File: config.mk
export PLATFORM = sky130hd
export DESIGN_NAME = adc_ctl
export DESIGN_NICKNAME = d
export VERILOG_FILES = /design/src/core/adc_ctl_pkg.sv /design/src/core/adc_ctl.sv /design/src/core/adc_ctl_timer.sv
export VERILOG_INCLUDE_DIRS = /design/src /design/src/core
export SDC_FILE = /design/constraint.sdc
export NUM_CORES = 1
export LEC_CHECK = 0
export BUFFER_PORTS_ARGS = -buffer_cell sky130_fd_sc_hd__buf_4
export CAP_MARGIN = 20
export CORE_AREA = 2 2 97 99
export CTS_CLUSTER_SIZE = 40
export DETAILED_ROUTE_END_ITERATION = 8
export DIE_AREA = 0 0 99 101
export PLACE_DENSITY_LB_ADDON = 0.12
export SLEW_MARGIN = 20
export SYNTH_ARGS = -nofsm -noshare
export SYNTH_HDL_FRONTEND = slang
export SYNTH_SLANG_ARGS = --single-unit
File: constraint.sdc
create_clock -name clk -period 2 [get_ports clk]
set_input_delay 0.2 -clock clk [delete_from_list [all_inputs] [get_ports clk]]
set_output_delay 0.2 -clock clk [all_outputs]
set_load 0.01 [all_outputs]
File: src/core/adc_ctl_defines.svh
/*
 * Register offsets, field positions, reset values and timing counts of the
 * converter control block. Assumes a 20 MHz system clock.
 */
`ifndef ADC_CTL_DEFINES_SVH
`define ADC_CTL_DEFINES_SVH

`define OFS_CHANNEL_SETUP 6'h00
`define OFS_CONVERSION_RESULT 6'h02
`define OFS_CONVERSION_FLAGS 6'h05
`define OFS_START_TRIGGER 6'h07
`define OFS_IRQ_VECTOR 6'h09
`define BIT_AUTO_SETTLE 7
`define BIT_PIPELINE 8
`define FLAG_SETTLE 0
`define FLAG_BUSY 1
`define VECTOR_RESET 7'h00
`define CLK_HZ 20000000
`define SETTLE_TIME_NS 10000
`define SETTLE_CYCLES ((`SETTLE_TIME_NS * (`CLK_HZ / 1000000) + 999) / 1000)
`define CONVERT_TIME_NS 8000
`define CONVERT_CYCLES ((`CONVERT_TIME_NS * (`CLK_HZ / 1000000) + 999) / 1000)

`endif

File: src/core/adc_ctl_pkg.sv
/*
 * Types of the converter control block. Constants live in the defines header.
 */
package adc_ctl_pkg;

  typedef struct packed {
    logic sel;
    logic rd;
    logic wr;
    logic iack;
    logic [5:0] addr;
    logic [15:0] wdata;
  } bus_req_type;

  typedef struct packed {
    logic ack;
    logic [15:0] rdata;
  } bus_rsp_type;

  typedef enum logic [1:0] {
    CONV_IDLE,
    CONV_WAIT_SETTLE,
    CONV_RUN
  } conv_state_type;

endpackage : adc_ctl_pkg

File: src/core/adc_ctl.sv
/*
 * Register-side control of a 16-channel 16-bit converter on an IndustryPack
 * style register port: result, status, start trigger and interrupt vector.
 * Assumes the bus signals come from logic on clk, one strobe per access, and
 * that the converter sample is stable on adc_sample when the conversion count runs out.
 */
// Behaviour
// - Bipolar variants present the result as two's complement.
// - Unipolar variants present the result as straight binary.
// - Result at offset 0x02 is valid only while busy reads zero.
// - Status bit 1 is busy; in auto mode covers settling and conversion.
// - Status bit 0 is settling busy; upper status bits are undefined.
// - In normal mode a write to offset 0x07 while idle starts a conversion.
// - Start writes while busy are ignored, never queued.
// - Two interrupt sources, settling done and data ready, share one vector.
// - An acknowledge cycle clears the pending interrupt.
// - Vector bits 7:1 are software read/write, reset to zero.
// - Acknowledge bit 0 is one for settling done, zero for data ready.
// - Ordinary reads of the vector return zero in bit 0.
// - Settling done request fires on settle busy falling, normal mode only.
// - Data ready request fires on busy falling.
// - Setup bit 7 selects auto settling, bit 8 selects pipeline.
// - Pipeline mode loads the previous conversion result during the current one.
// - Auto mode setup write outside a running conversion starts conversion after the settling time.
`timescale 1ns/1ns
`include "adc_ctl_defines.svh"

module adc_ctl #(
  parameter bit BIPOLAR = 1'b1,
  parameter int SETTLE_CYCLES = `SETTLE_CYCLES,
  parameter int CONVERT_CYCLES = `CONVERT_CYCLES
) (
  // Clock and reset.
  input wire logic clk,
  input wire logic srst,
  // Register port.
  input wire adc_ctl_pkg::bus_req_type bus_req,
  output adc_ctl_pkg::bus_rsp_type bus_rsp,
  // Converter sample, offset binary from the converter core.
  input wire logic [15:0] adc_sample,
  // Converter start pulse.
  output logic adc_start,
  // Setup fields for the analog front end.
  output logic [8:0] channel_setup,
  // Interrupt requests, active low.
  output logic intreq0_n,
  output logic intreq1_n
);

  localparam int TW = 12;

  typedef struct packed {
    adc_ctl_pkg::conv_state_type conv;
    logic [8:0] setup;
    logic [15:0] result;
    logic [15:0] last_sample;
    logic [6:0] vector;
    logic settle_prev;
    logic busy_prev;
    logic req_settle;
    logic req_data;
    logic start;
    adc_ctl_pkg::bus_rsp_type rsp;
  } ctl_state_type;

  ctl_state_type state_reg;
  ctl_state_type state_next;

  logic settle_load;
  logic conv_load;
  logic settle_run;
  logic conv_run;
  logic busy;

  // Converts the converter's offset binary into the variant's coding.
  function automatic logic [15:0] code_sample(input logic [15:0] raw);
    if (BIPOLAR) begin
      code_sample = {~raw[15], raw[14:0]};
    end else begin
      code_sample = raw;
    end
  endfunction : code_sample

  function automatic logic hit(input adc_ctl_pkg::bus_req_type r, input logic [5:0] ofs);
    hit = r.sel && (r.addr == ofs);
  endfunction : hit

  adc_ctl_timer #(.WIDTH(TW)) settle_timer (
    .clk(clk),
    .srst(srst),
    .load(settle_load),
    .count(TW'(SETTLE_CYCLES)),
    .running(settle_run)
  );

  adc_ctl_timer #(.WIDTH(TW)) conv_timer (
    .clk(clk),
    .srst(srst),
    .load(conv_load),
    .count(TW'(CONVERT_CYCLES)),
    .running(conv_run)
  );

  // Busy spans the settling wait in auto mode as well as the conversion.
  assign busy = (state_reg.conv != adc_ctl_pkg::CONV_IDLE);

  always_comb begin
    logic setup_wr;
    logic start_wr;
    logic conv_go;
    logic [15:0] coded;
    setup_wr = hit(bus_req, `OFS_CHANNEL_SETUP) && bus_req.wr;
    start_wr = hit(bus_req, `OFS_START_TRIGGER) && bus_req.wr;
    conv_go = 1'b0;
    coded = code_sample(adc_sample);
    state_next = state_reg;
    state_next.start = 1'b0;
    state_next.rsp.ack = 1'b0;
    state_next.settle_prev = settle_run;
    state_next.busy_prev = busy;
    settle_load = 1'b0;

    if (setup_wr) begin
      state_next.setup = bus_req.wdata[8:0];
      settle_load = 1'b1;
    end

    unique case (state_reg.conv)
      adc_ctl_pkg::CONV_IDLE: begin
        if (setup_wr && bus_req.wdata[`BIT_AUTO_SETTLE]) begin
          state_next.conv = adc_ctl_pkg::CONV_WAIT_SETTLE;
        end else if (start_wr && !state_reg.setup[`BIT_AUTO_SETTLE]) begin
          conv_go = 1'b1;
        end
      end
      adc_ctl_pkg::CONV_WAIT_SETTLE: begin
        if (!settle_run && !settle_load) begin
          conv_go = 1'b1;
        end
      end
      adc_ctl_pkg::CONV_RUN: begin
        // Start writes here fall through untouched.
        if (!conv_run && !state_reg.start) begin
          state_next.conv = adc_ctl_pkg::CONV_IDLE;
          state_next.last_sample = coded;
          if (!state_reg.setup[`BIT_PIPELINE]) begin
            state_next.result = coded;
          end
        end
      end
    endcase

    if (conv_go) begin
      state_next.conv = adc_ctl_pkg::CONV_RUN;
      state_next.start = 1'b1;
      if (state_reg.setup[`BIT_PIPELINE]) begin
        state_next.result = state_reg.last_sample;
      end
    end

    if (hit(bus_req, `OFS_IRQ_VECTOR) && bus_req.wr && !bus_req.iack) begin
      state_next.vector = bus_req.wdata[7:1];
    end

    // Acknowledge serves the settling request first when both pend.
    if (bus_req.sel && bus_req.iack) begin
      state_next.rsp.ack = 1'b1;
      if (state_reg.req_settle) begin
        state_next.rsp.rdata = {8'h00, state_reg.vector, 1'b1};
        state_next.req_settle = 1'b0;
      end else begin
        state_next.rsp.rdata = {8'h00, state_reg.vector, 1'b0};
        state_next.req_data = 1'b0;
      end
    end else if (bus_req.sel && (bus_req.rd || bus_req.wr)) begin
      state_next.rsp.ack = 1'b1;
      state_next.rsp.rdata = 16'h0000;
      if (bus_req.rd) begin
        unique case (bus_req.addr)
          `OFS_CHANNEL_SETUP: state_next.rsp.rdata = {7'h00, state_reg.setup};
          `OFS_CONVERSION_RESULT: state_next.rsp.rdata = state_reg.result;
          `OFS_CONVERSION_FLAGS: state_next.rsp.rdata = {14'h0000, busy, settle_run};
          `OFS_IRQ_VECTOR: state_next.rsp.rdata = {8'h00, state_reg.vector, 1'b0};
          default: state_next.rsp.rdata = 16'h0000;
        endcase
      end
    end

    // Event sets win over a clearing acknowledge in the same cycle.
    if (state_reg.settle_prev && !settle_run && !state_reg.setup[`BIT_AUTO_SETTLE]) begin
      state_next.req_settle = 1'b1;
    end
    if (state_reg.busy_prev && !busy) begin
      state_next.req_data = 1'b1;
    end
  end

  assign conv_load = state_next.start;

  always_ff @(posedge clk) begin
    if (srst) begin
      state_reg <= '0;
      state_reg.vector <= `VECTOR_RESET;
    end else begin
      state_reg <= state_next;
    end
  end

  assign bus_rsp = state_reg.rsp;
  assign adc_start = state_reg.start;
  assign channel_setup = state_reg.setup;
  assign intreq0_n = ~state_reg.req_data;
  assign intreq1_n = ~state_reg.req_settle;

endmodule : adc_ctl

File: src/core/adc_ctl_timer.sv
/*
 * Down counter used for settling and conversion timing.
 * Assumes load has priority over counting and one clock domain.
 */
`timescale 1ns/1ns

module adc_ctl_timer #(
  parameter int WIDTH = 12
) (
  // Clock and reset.
  input wire logic clk,
  input wire logic srst,
  // Control.
  input wire logic load,
  input wire logic [WIDTH-1:0] count,
  // Status.
  output logic running
);

  typedef struct packed {
    logic [WIDTH-1:0] cnt;
  } timer_state_type;

  timer_state_type state_reg;
  timer_state_type state_next;

  always_comb begin
    state_next = state_reg;
    if (load) begin
      state_next.cnt = count;
    end else if (state_reg.cnt != '0) begin
      state_next.cnt = state_reg.cnt - 1'b1;
    end
  end

  always_ff @(posedge clk) begin
    if (srst) begin
      state_reg <= '0;
    end else begin
      state_reg <= state_next;
    end
  end

  assign running = (state_reg.cnt != '0);

endmodule : adc_ctl_timer

Word level (Yosys, flattened, before mapping)
Cells that the tools add are included.
W data, S select, Z words.
{"block": "classes", "n_addsub": 2, "n_eq_ne": 11, "muxes": 28, "bitwise": 3, "n_reduce_logical": 43}
{"operator": "$mux W16", "n": 4}
{"operator": "$mux W32", "n": 2}
{"operator": "$pmux W16 S4", "n": 1}
{"operator": "$mux W17", "n": 2}
{"operator": "$mux W8", "n": 4}
{"operator": "$reduce_bool A12 Y1", "n": 2}
{"operator": "$sub A12 B1 Y12 const B", "n": 2}
{"operator": "$logic_and A1 B1 Y1", "n": 16}
{"operator": "$reduce_bool A2 Y1", "n": 7}
{"operator": "$eq A6 B3 Y1 const B", "n": 2}
{"operator": "$mux W1", "n": 9}
{"operator": "$mux W2", "n": 4}
{"operator": "$logic_not A1 Y1", "n": 7}
{"operator": "$eq A6 B2 Y1 const B", "n": 1}
{"operator": "$eq A6 B4 Y1 const B", "n": 1}
{"operator": "$logic_not A6 Y1", "n": 1}
{"operator": "$ne A3 B3 Y1 const B", "n": 2}
{"operator": "$reduce_and A3 Y1", "n": 2}
{"operator": "$reduce_or A2 Y1", "n": 3}
{"operator": "$ne A2 B2 Y1 const B", "n": 2}
{"operator": "$pmux W2 S2", "n": 1}
{"operator": "$reduce_and A2 Y1", "n": 2}
{"operator": "$not A1 Y1", "n": 3}
{"operator": "$reduce_bool A3 Y1", "n": 1}
{"operator": "6 further kinds", "n": 6}
{"block": "word_totals", "ff_bits": 96, "input_bits": 44, "word_cells": 104}

Depth between registers and ports, before layout
{"block": "depth", "depth_word": 10, "mapped_depth": 9, "mapped_depth_nobuf": 7}

Hierarchy
A second synthesis with hierarchy kept.
{"block": "hier_totals", "hier_cells": 544, "area_unflattened_um2": 4664.5}
{"module": "adc_ctl", "n_inst": 1, "cells_each": 374, "area_per_inst_um2": 3280.6, "seq_area_each_um2": 1441.4}
{"module": "adc_ctl_timer", "n_inst": 2, "cells_each": 85, "area_per_inst_um2": 691.9, "seq_area_each_um2": 240.2}

Least setup slack after synthesis
Ideal clock, no wire load.
{"block": "synth_path", "kind": "flip-flop to flip-flop", "from": "register settle_timer.state_reg[0] (netlist bit)", "to": "register state_reg[55] (netlist bit)", "setup_ns": 0.086, "t_arrival_ns": 1.918, "t_required_ns": 1.914, "setup_slack_ns": -0.004, "path_stages_with_launch": 8, "path_cell_list": "dfxtp_1 inv_1 ha_1 nor4b_1 nand3_1 o32a_1 buf_1 a211oi_1"}
{"block": "synth_between", "elab_chain_cells": 6}
{"element": "start, declared", "line": "adc_ctl_timer.sv:24", "source": "timer_state_type state_reg;"}
{"element": "start signal, assigned", "line": "adc_ctl_timer.sv:40", "source": "state_reg <= state_next;"}
{"element": "$reduce_bool A12 Y1", "line": "adc_ctl_timer.sv:44", "source": "assign running = (state_reg.cnt != '0);"}
{"element": "$logic_not A1 Y1", "line": "adc_ctl.sv:137", "source": "if (!settle_run && !settle_load) begin"}
{"element": "$logic_and A1 B1 Y1", "line": "adc_ctl.sv:137"}
{"element": "$mux W1", "line": "adc_ctl.sv:137"}
{"element": "$pmux W1 S2", "line": "adc_ctl.sv:128", "source": "unique case (state_reg.conv)"}
{"element": "$mux W16", "line": "adc_ctl.sv:153", "source": "if (conv_go) begin"}
{"element": "end signal, assigned", "line": "adc_ctl.sv:205", "source": "state_reg <= state_next;"}
{"element": "end, declared", "line": "adc_ctl.sv:66", "source": "ctl_state_type state_reg;"}
No other way between the ends.
A chain may end at the register's enable or synchronous reset.

Worst setup path after layout
{"block": "layout_path", "from": "register conv_timer.state_reg[1] (netlist bit)", "to": "register conv_timer.state_reg[10] (netlist bit)"}
{"block": "layout_between", "elab_chain_cells": 1, "word_cells_on_any_way": 2}
{"element": "start, declared", "line": "adc_ctl_timer.sv:24"}
{"element": "start signal, assigned", "line": "adc_ctl_timer.sv:40"}
{"element": "$sub A12 B1 Y12 / $reduce_bool A12 Y1 (equally long branches)", "line": "adc_ctl_timer.sv:32, adc_ctl_timer.sv:31"}
Several ways; a longest one is shown, not always the timed one.

==> key figures <==
Synth
  • Post-synth ARST share: 0%
  • EDFF count, synth: 0
  • Average footprint of a synthesized cell: 9.04 um^2
  • Post-Synthesis Cells: 479
  • Area contributors post-synth: sky130_fd_sc_hd__dfxtp_1 44%, sky130_fd_sc_hd__mux2i_1 9.5%, sky130_fd_sc_hd__nor2_1 6.4%
  • Portion of synthesized cell area occupied by the leading cell type: 44.4%
  • Cell Area, Synth: 4330 um^2
  • Number of warning messages in the yosys log: 0
  • Main synth FF type: sky130_fd_sc_hd__dfxtp_1
  • Sequential-to-total area share from yosys stat: 44.4%
  • Synth area leader: sky130_fd_sc_hd__dfxtp_1
  • Yosys cell types: 49
  • Post-Syn Nets: 527
  • Number of flip-flops and latches in the synthesized netlist: 96

Placed design
  • Final weighted congestion in routability-driven placement: about 0.86
  • Hpwl dp: ~7300 um
  • Placement Setup Slack: -0.0552 ns
  • Quantity of I/O buffers inserted on ports: 65

Routing
  • Routed wire length per instance: 16.1 um
  • Overall via count from detail_route: 3670
  • Number of nets with antenna violations after detailed routing: 0
  • Vias per cell: 5.58
  • Final wirelength: 10600 um
  • Residual DRC: 0
  • First DRT Iteration DRCs: roughly 180
  • Detailed-routing iteration count for the pre-antenna-repair pass: 4

Hold path
  • Worst min-delay path class: in -> reg

Finish
  • Post-layout net count: approximately 600
  • Most used cells in the layout excluding fill and tap cells: 103 x sky130_fd_sc_hd__buf_4, 94 x sky130_fd_sc_hd__dfxtp_1, 74 x sky130_fd_sc_hd__nor2_1
  • Fill count: around 820
  • Share of final-layout standard cells stronger than drive strength 1: 26.0%
  • Synthesis-to-finish area growth: 21.7%
  • Ant. Diodes: 0
  • Core occupancy in the finished layout: 58.7%
  • Number of flip-flops under the largest register name: 45
  • Most frequent standard cell in the layout excluding fill and tap cells: sky130_fd_sc_hd__buf_4

Global routing
  • Aggregate global-route resource usage: 21.6%
  • Wire length of the first global-routing pass: 17300 um
  • Overflow left after global routing: 0
  • Number of global-route vias before repair: 3479
  • Antenna violations before repair: 0
  • Pin count of the biggest net entering global routing: 44

Floorplan
  • Die Span X: 99 um
  • Num rows: 35
  • Starting density of the core: 48.2%
  • Die Footprint: roughly 10000 um^2
  • Die H: approximately 100 um
  • Io pins: between 70 and 80
  • Core box area: ~9000 um^2

Timing
  • Worst-case headroom to the max-slew limit: 71.0%
  • Post-route minimum period: 1.96 ns
  • Portion of the clock cycle consumed by the worst path in the final layout: 97.9%
  • Post-route setup slack: 0.0423 ns
  • Maximum achievable frequency: approximately 0.51 GHz
  • Setup tns final: 0 ns
  • Clock Skews: 0.0200 ns
  • Final number of hold-violating endpoints: 0
  • RSZ-0062 raised after global routing: yes
  • Slew Viols, Final: 0
  • Transition time at the pin with the least slew margin: 0.435 ns
  • Final hold slack: 0.0783 ns
  • Final setup fails: 0

Flow run
  • Maxcap violations: 0

CTS
  • Count of H-tree levels built during CTS: 3
  • Cell chosen for the clock root: sky130_fd_sc_hd__clkbuf_8
  • Total number of clock tree sinks: 96
  • Post-CTS clock slew at the launch and capture registers of the worst setup and hold paths: 0.10 ns
  • TritonCTS clock tree: yes
  • Total clock buffers created by CTS: 9
  • Clock latency reported for the late side of the worst-skew pair: 0.36 ns
  • Buffers from clock root to sink, at most: 2

Power and ir drop
  • Leakage power total: ~2.3 nW
  • Power per Cell Area: 1090 nW/um^2
  • Max VDD drop: 526 uV
  • Overall power after layout: 0.00574 W

Setup path
  • Data arrival at the endpoint of the critical path: between 2 and 2.5 ns
  • Required time at the endpoint of the critical path: 2.25 ns
  • Endpoint kind of the worst setup timing path: flop
  • Maximum fanout along the worst path: 2
  • Kind of start point of the critical path: flop
  • Startpoint-to-endpoint class of the critical path: reg -> reg

Status
  • Result of the run: completed
synthesized netlist by cell type (5+ instances only):
library cell / count
sky130_fd_sc_hd__nor4_1: 11
sky130_fd_sc_hd__buf_4: 26
sky130_fd_sc_hd__clkbuf_1: 16
sky130_fd_sc_hd__buf_2: 6
sky130_fd_sc_hd__nor2_1: 74
sky130_fd_sc_hd__a22oi_1: 16
sky130_fd_sc_hd__xor2_1: 7
sky130_fd_sc_hd__nor4b_1: 5
sky130_fd_sc_hd__a21oi_1: 25
sky130_fd_sc_hd__dfxtp_1: 96
sky130_fd_sc_hd__o22ai_1: 8
sky130_fd_sc_hd__inv_1: 9
sky130_fd_sc_hd__xnor2_1: 6
sky130_fd_sc_hd__nand3_1: 5
sky130_fd_sc_hd__or3_1: 6
sky130_fd_sc_hd__nand2_1: 33
sky130_fd_sc_hd__a211oi_1: 17
sky130_fd_sc_hd__a222oi_1: 6
sky130_fd_sc_hd__mux2i_1: 41
sky130_fd_sc_hd__nor3_1: 7
final cells by class:
cell class	count	area, um^2	share of cell area (%)
clock buffer	9	124	2.35
clock inverter	7	101	1.92
inverter	9	33.8	0.641
multi-input combinational	322	2150	40.9
sequential	96	1920	36.5
tap	111	139	2.64
timing repair buffer	104	793	15.1
critical path, cell delays in order, from the launching register on:
cell,delay [ns]
sky130_fd_sc_hd__dfxtp_2,0.34
sky130_fd_sc_hd__inv_2,0.08
sky130_fd_sc_hd__ha_4,0.13
sky130_fd_sc_hd__or3b_4,0.37
sky130_fd_sc_hd__or3_4,0.40
sky130_fd_sc_hd__buf_4,0.15
sky130_fd_sc_hd__nor3_2,0.13
sky130_fd_sc_hd__mux2i_1,0.20
sky130_fd_sc_hd__nor2_1,0.05
path summary, 6_finish.rpt:
path | startpoint | endpoint | slack [ns] | cells past startpoint
min | bus_req[3] | state_reg[24] | 0.08 | 3
max reg2reg | conv_timer.state_reg[1] | conv_timer.state_reg[10] | 0.04 | 8
max | conv_timer.state_reg[1] | conv_timer.state_reg[10] | 0.04 | 8
min reg2reg | state_reg[20] | state_reg[18] | 0.44 | 2
where the power goes:
part           internal, W  switching [W]  total, W  leakage (nW)
sequential         0.00212       0.000210   0.00233         0.779
clock             0.000715       0.000703   0.00142         0.106
combinational      0.00102       0.000980   0.00200          1.39
per-stage QoR:
step	area [um^2]	cells
finish	5270	658
global route	5270	658
detailed placement	4960	640
global placement	4960	640
floorplan	4330	479
CTS	5190	656
repair_timing:
item	CTS	global route
buffers inserted	0	2
hold buffers	0	0
setup endpoints to repair	5	22
pin swaps	0	5
resized for setup	2	14
per-layer routing:
metal	track usage, %	up-vias	share of wire [%]
met5	0	-	0
met4	4.43	0	0.48
met3	4.65	4	4.7
met2	36.7	74	50
met1	28.4	1766	45
li1	-	1826	-
cells by family (layout without fill, tap and decap cells):
family | after synthesis | count (layout) | synth area share (%)
AOI/OAI and AO/OA | 90 | 90 | 14.6
xor gates and xnor gates | 13 | 13 | 2.63
adders and majority gates | 4 | 4 | 1.16
buffers and inverters | 61 | 129 | 7.72
DFF | 96 | 96 | 44.4
muxes | 41 | 41 | 9.48
and+or+nand+nor | 174 | 174 | 20.0
No activity file was read; power rests on OpenSTA's default activity.
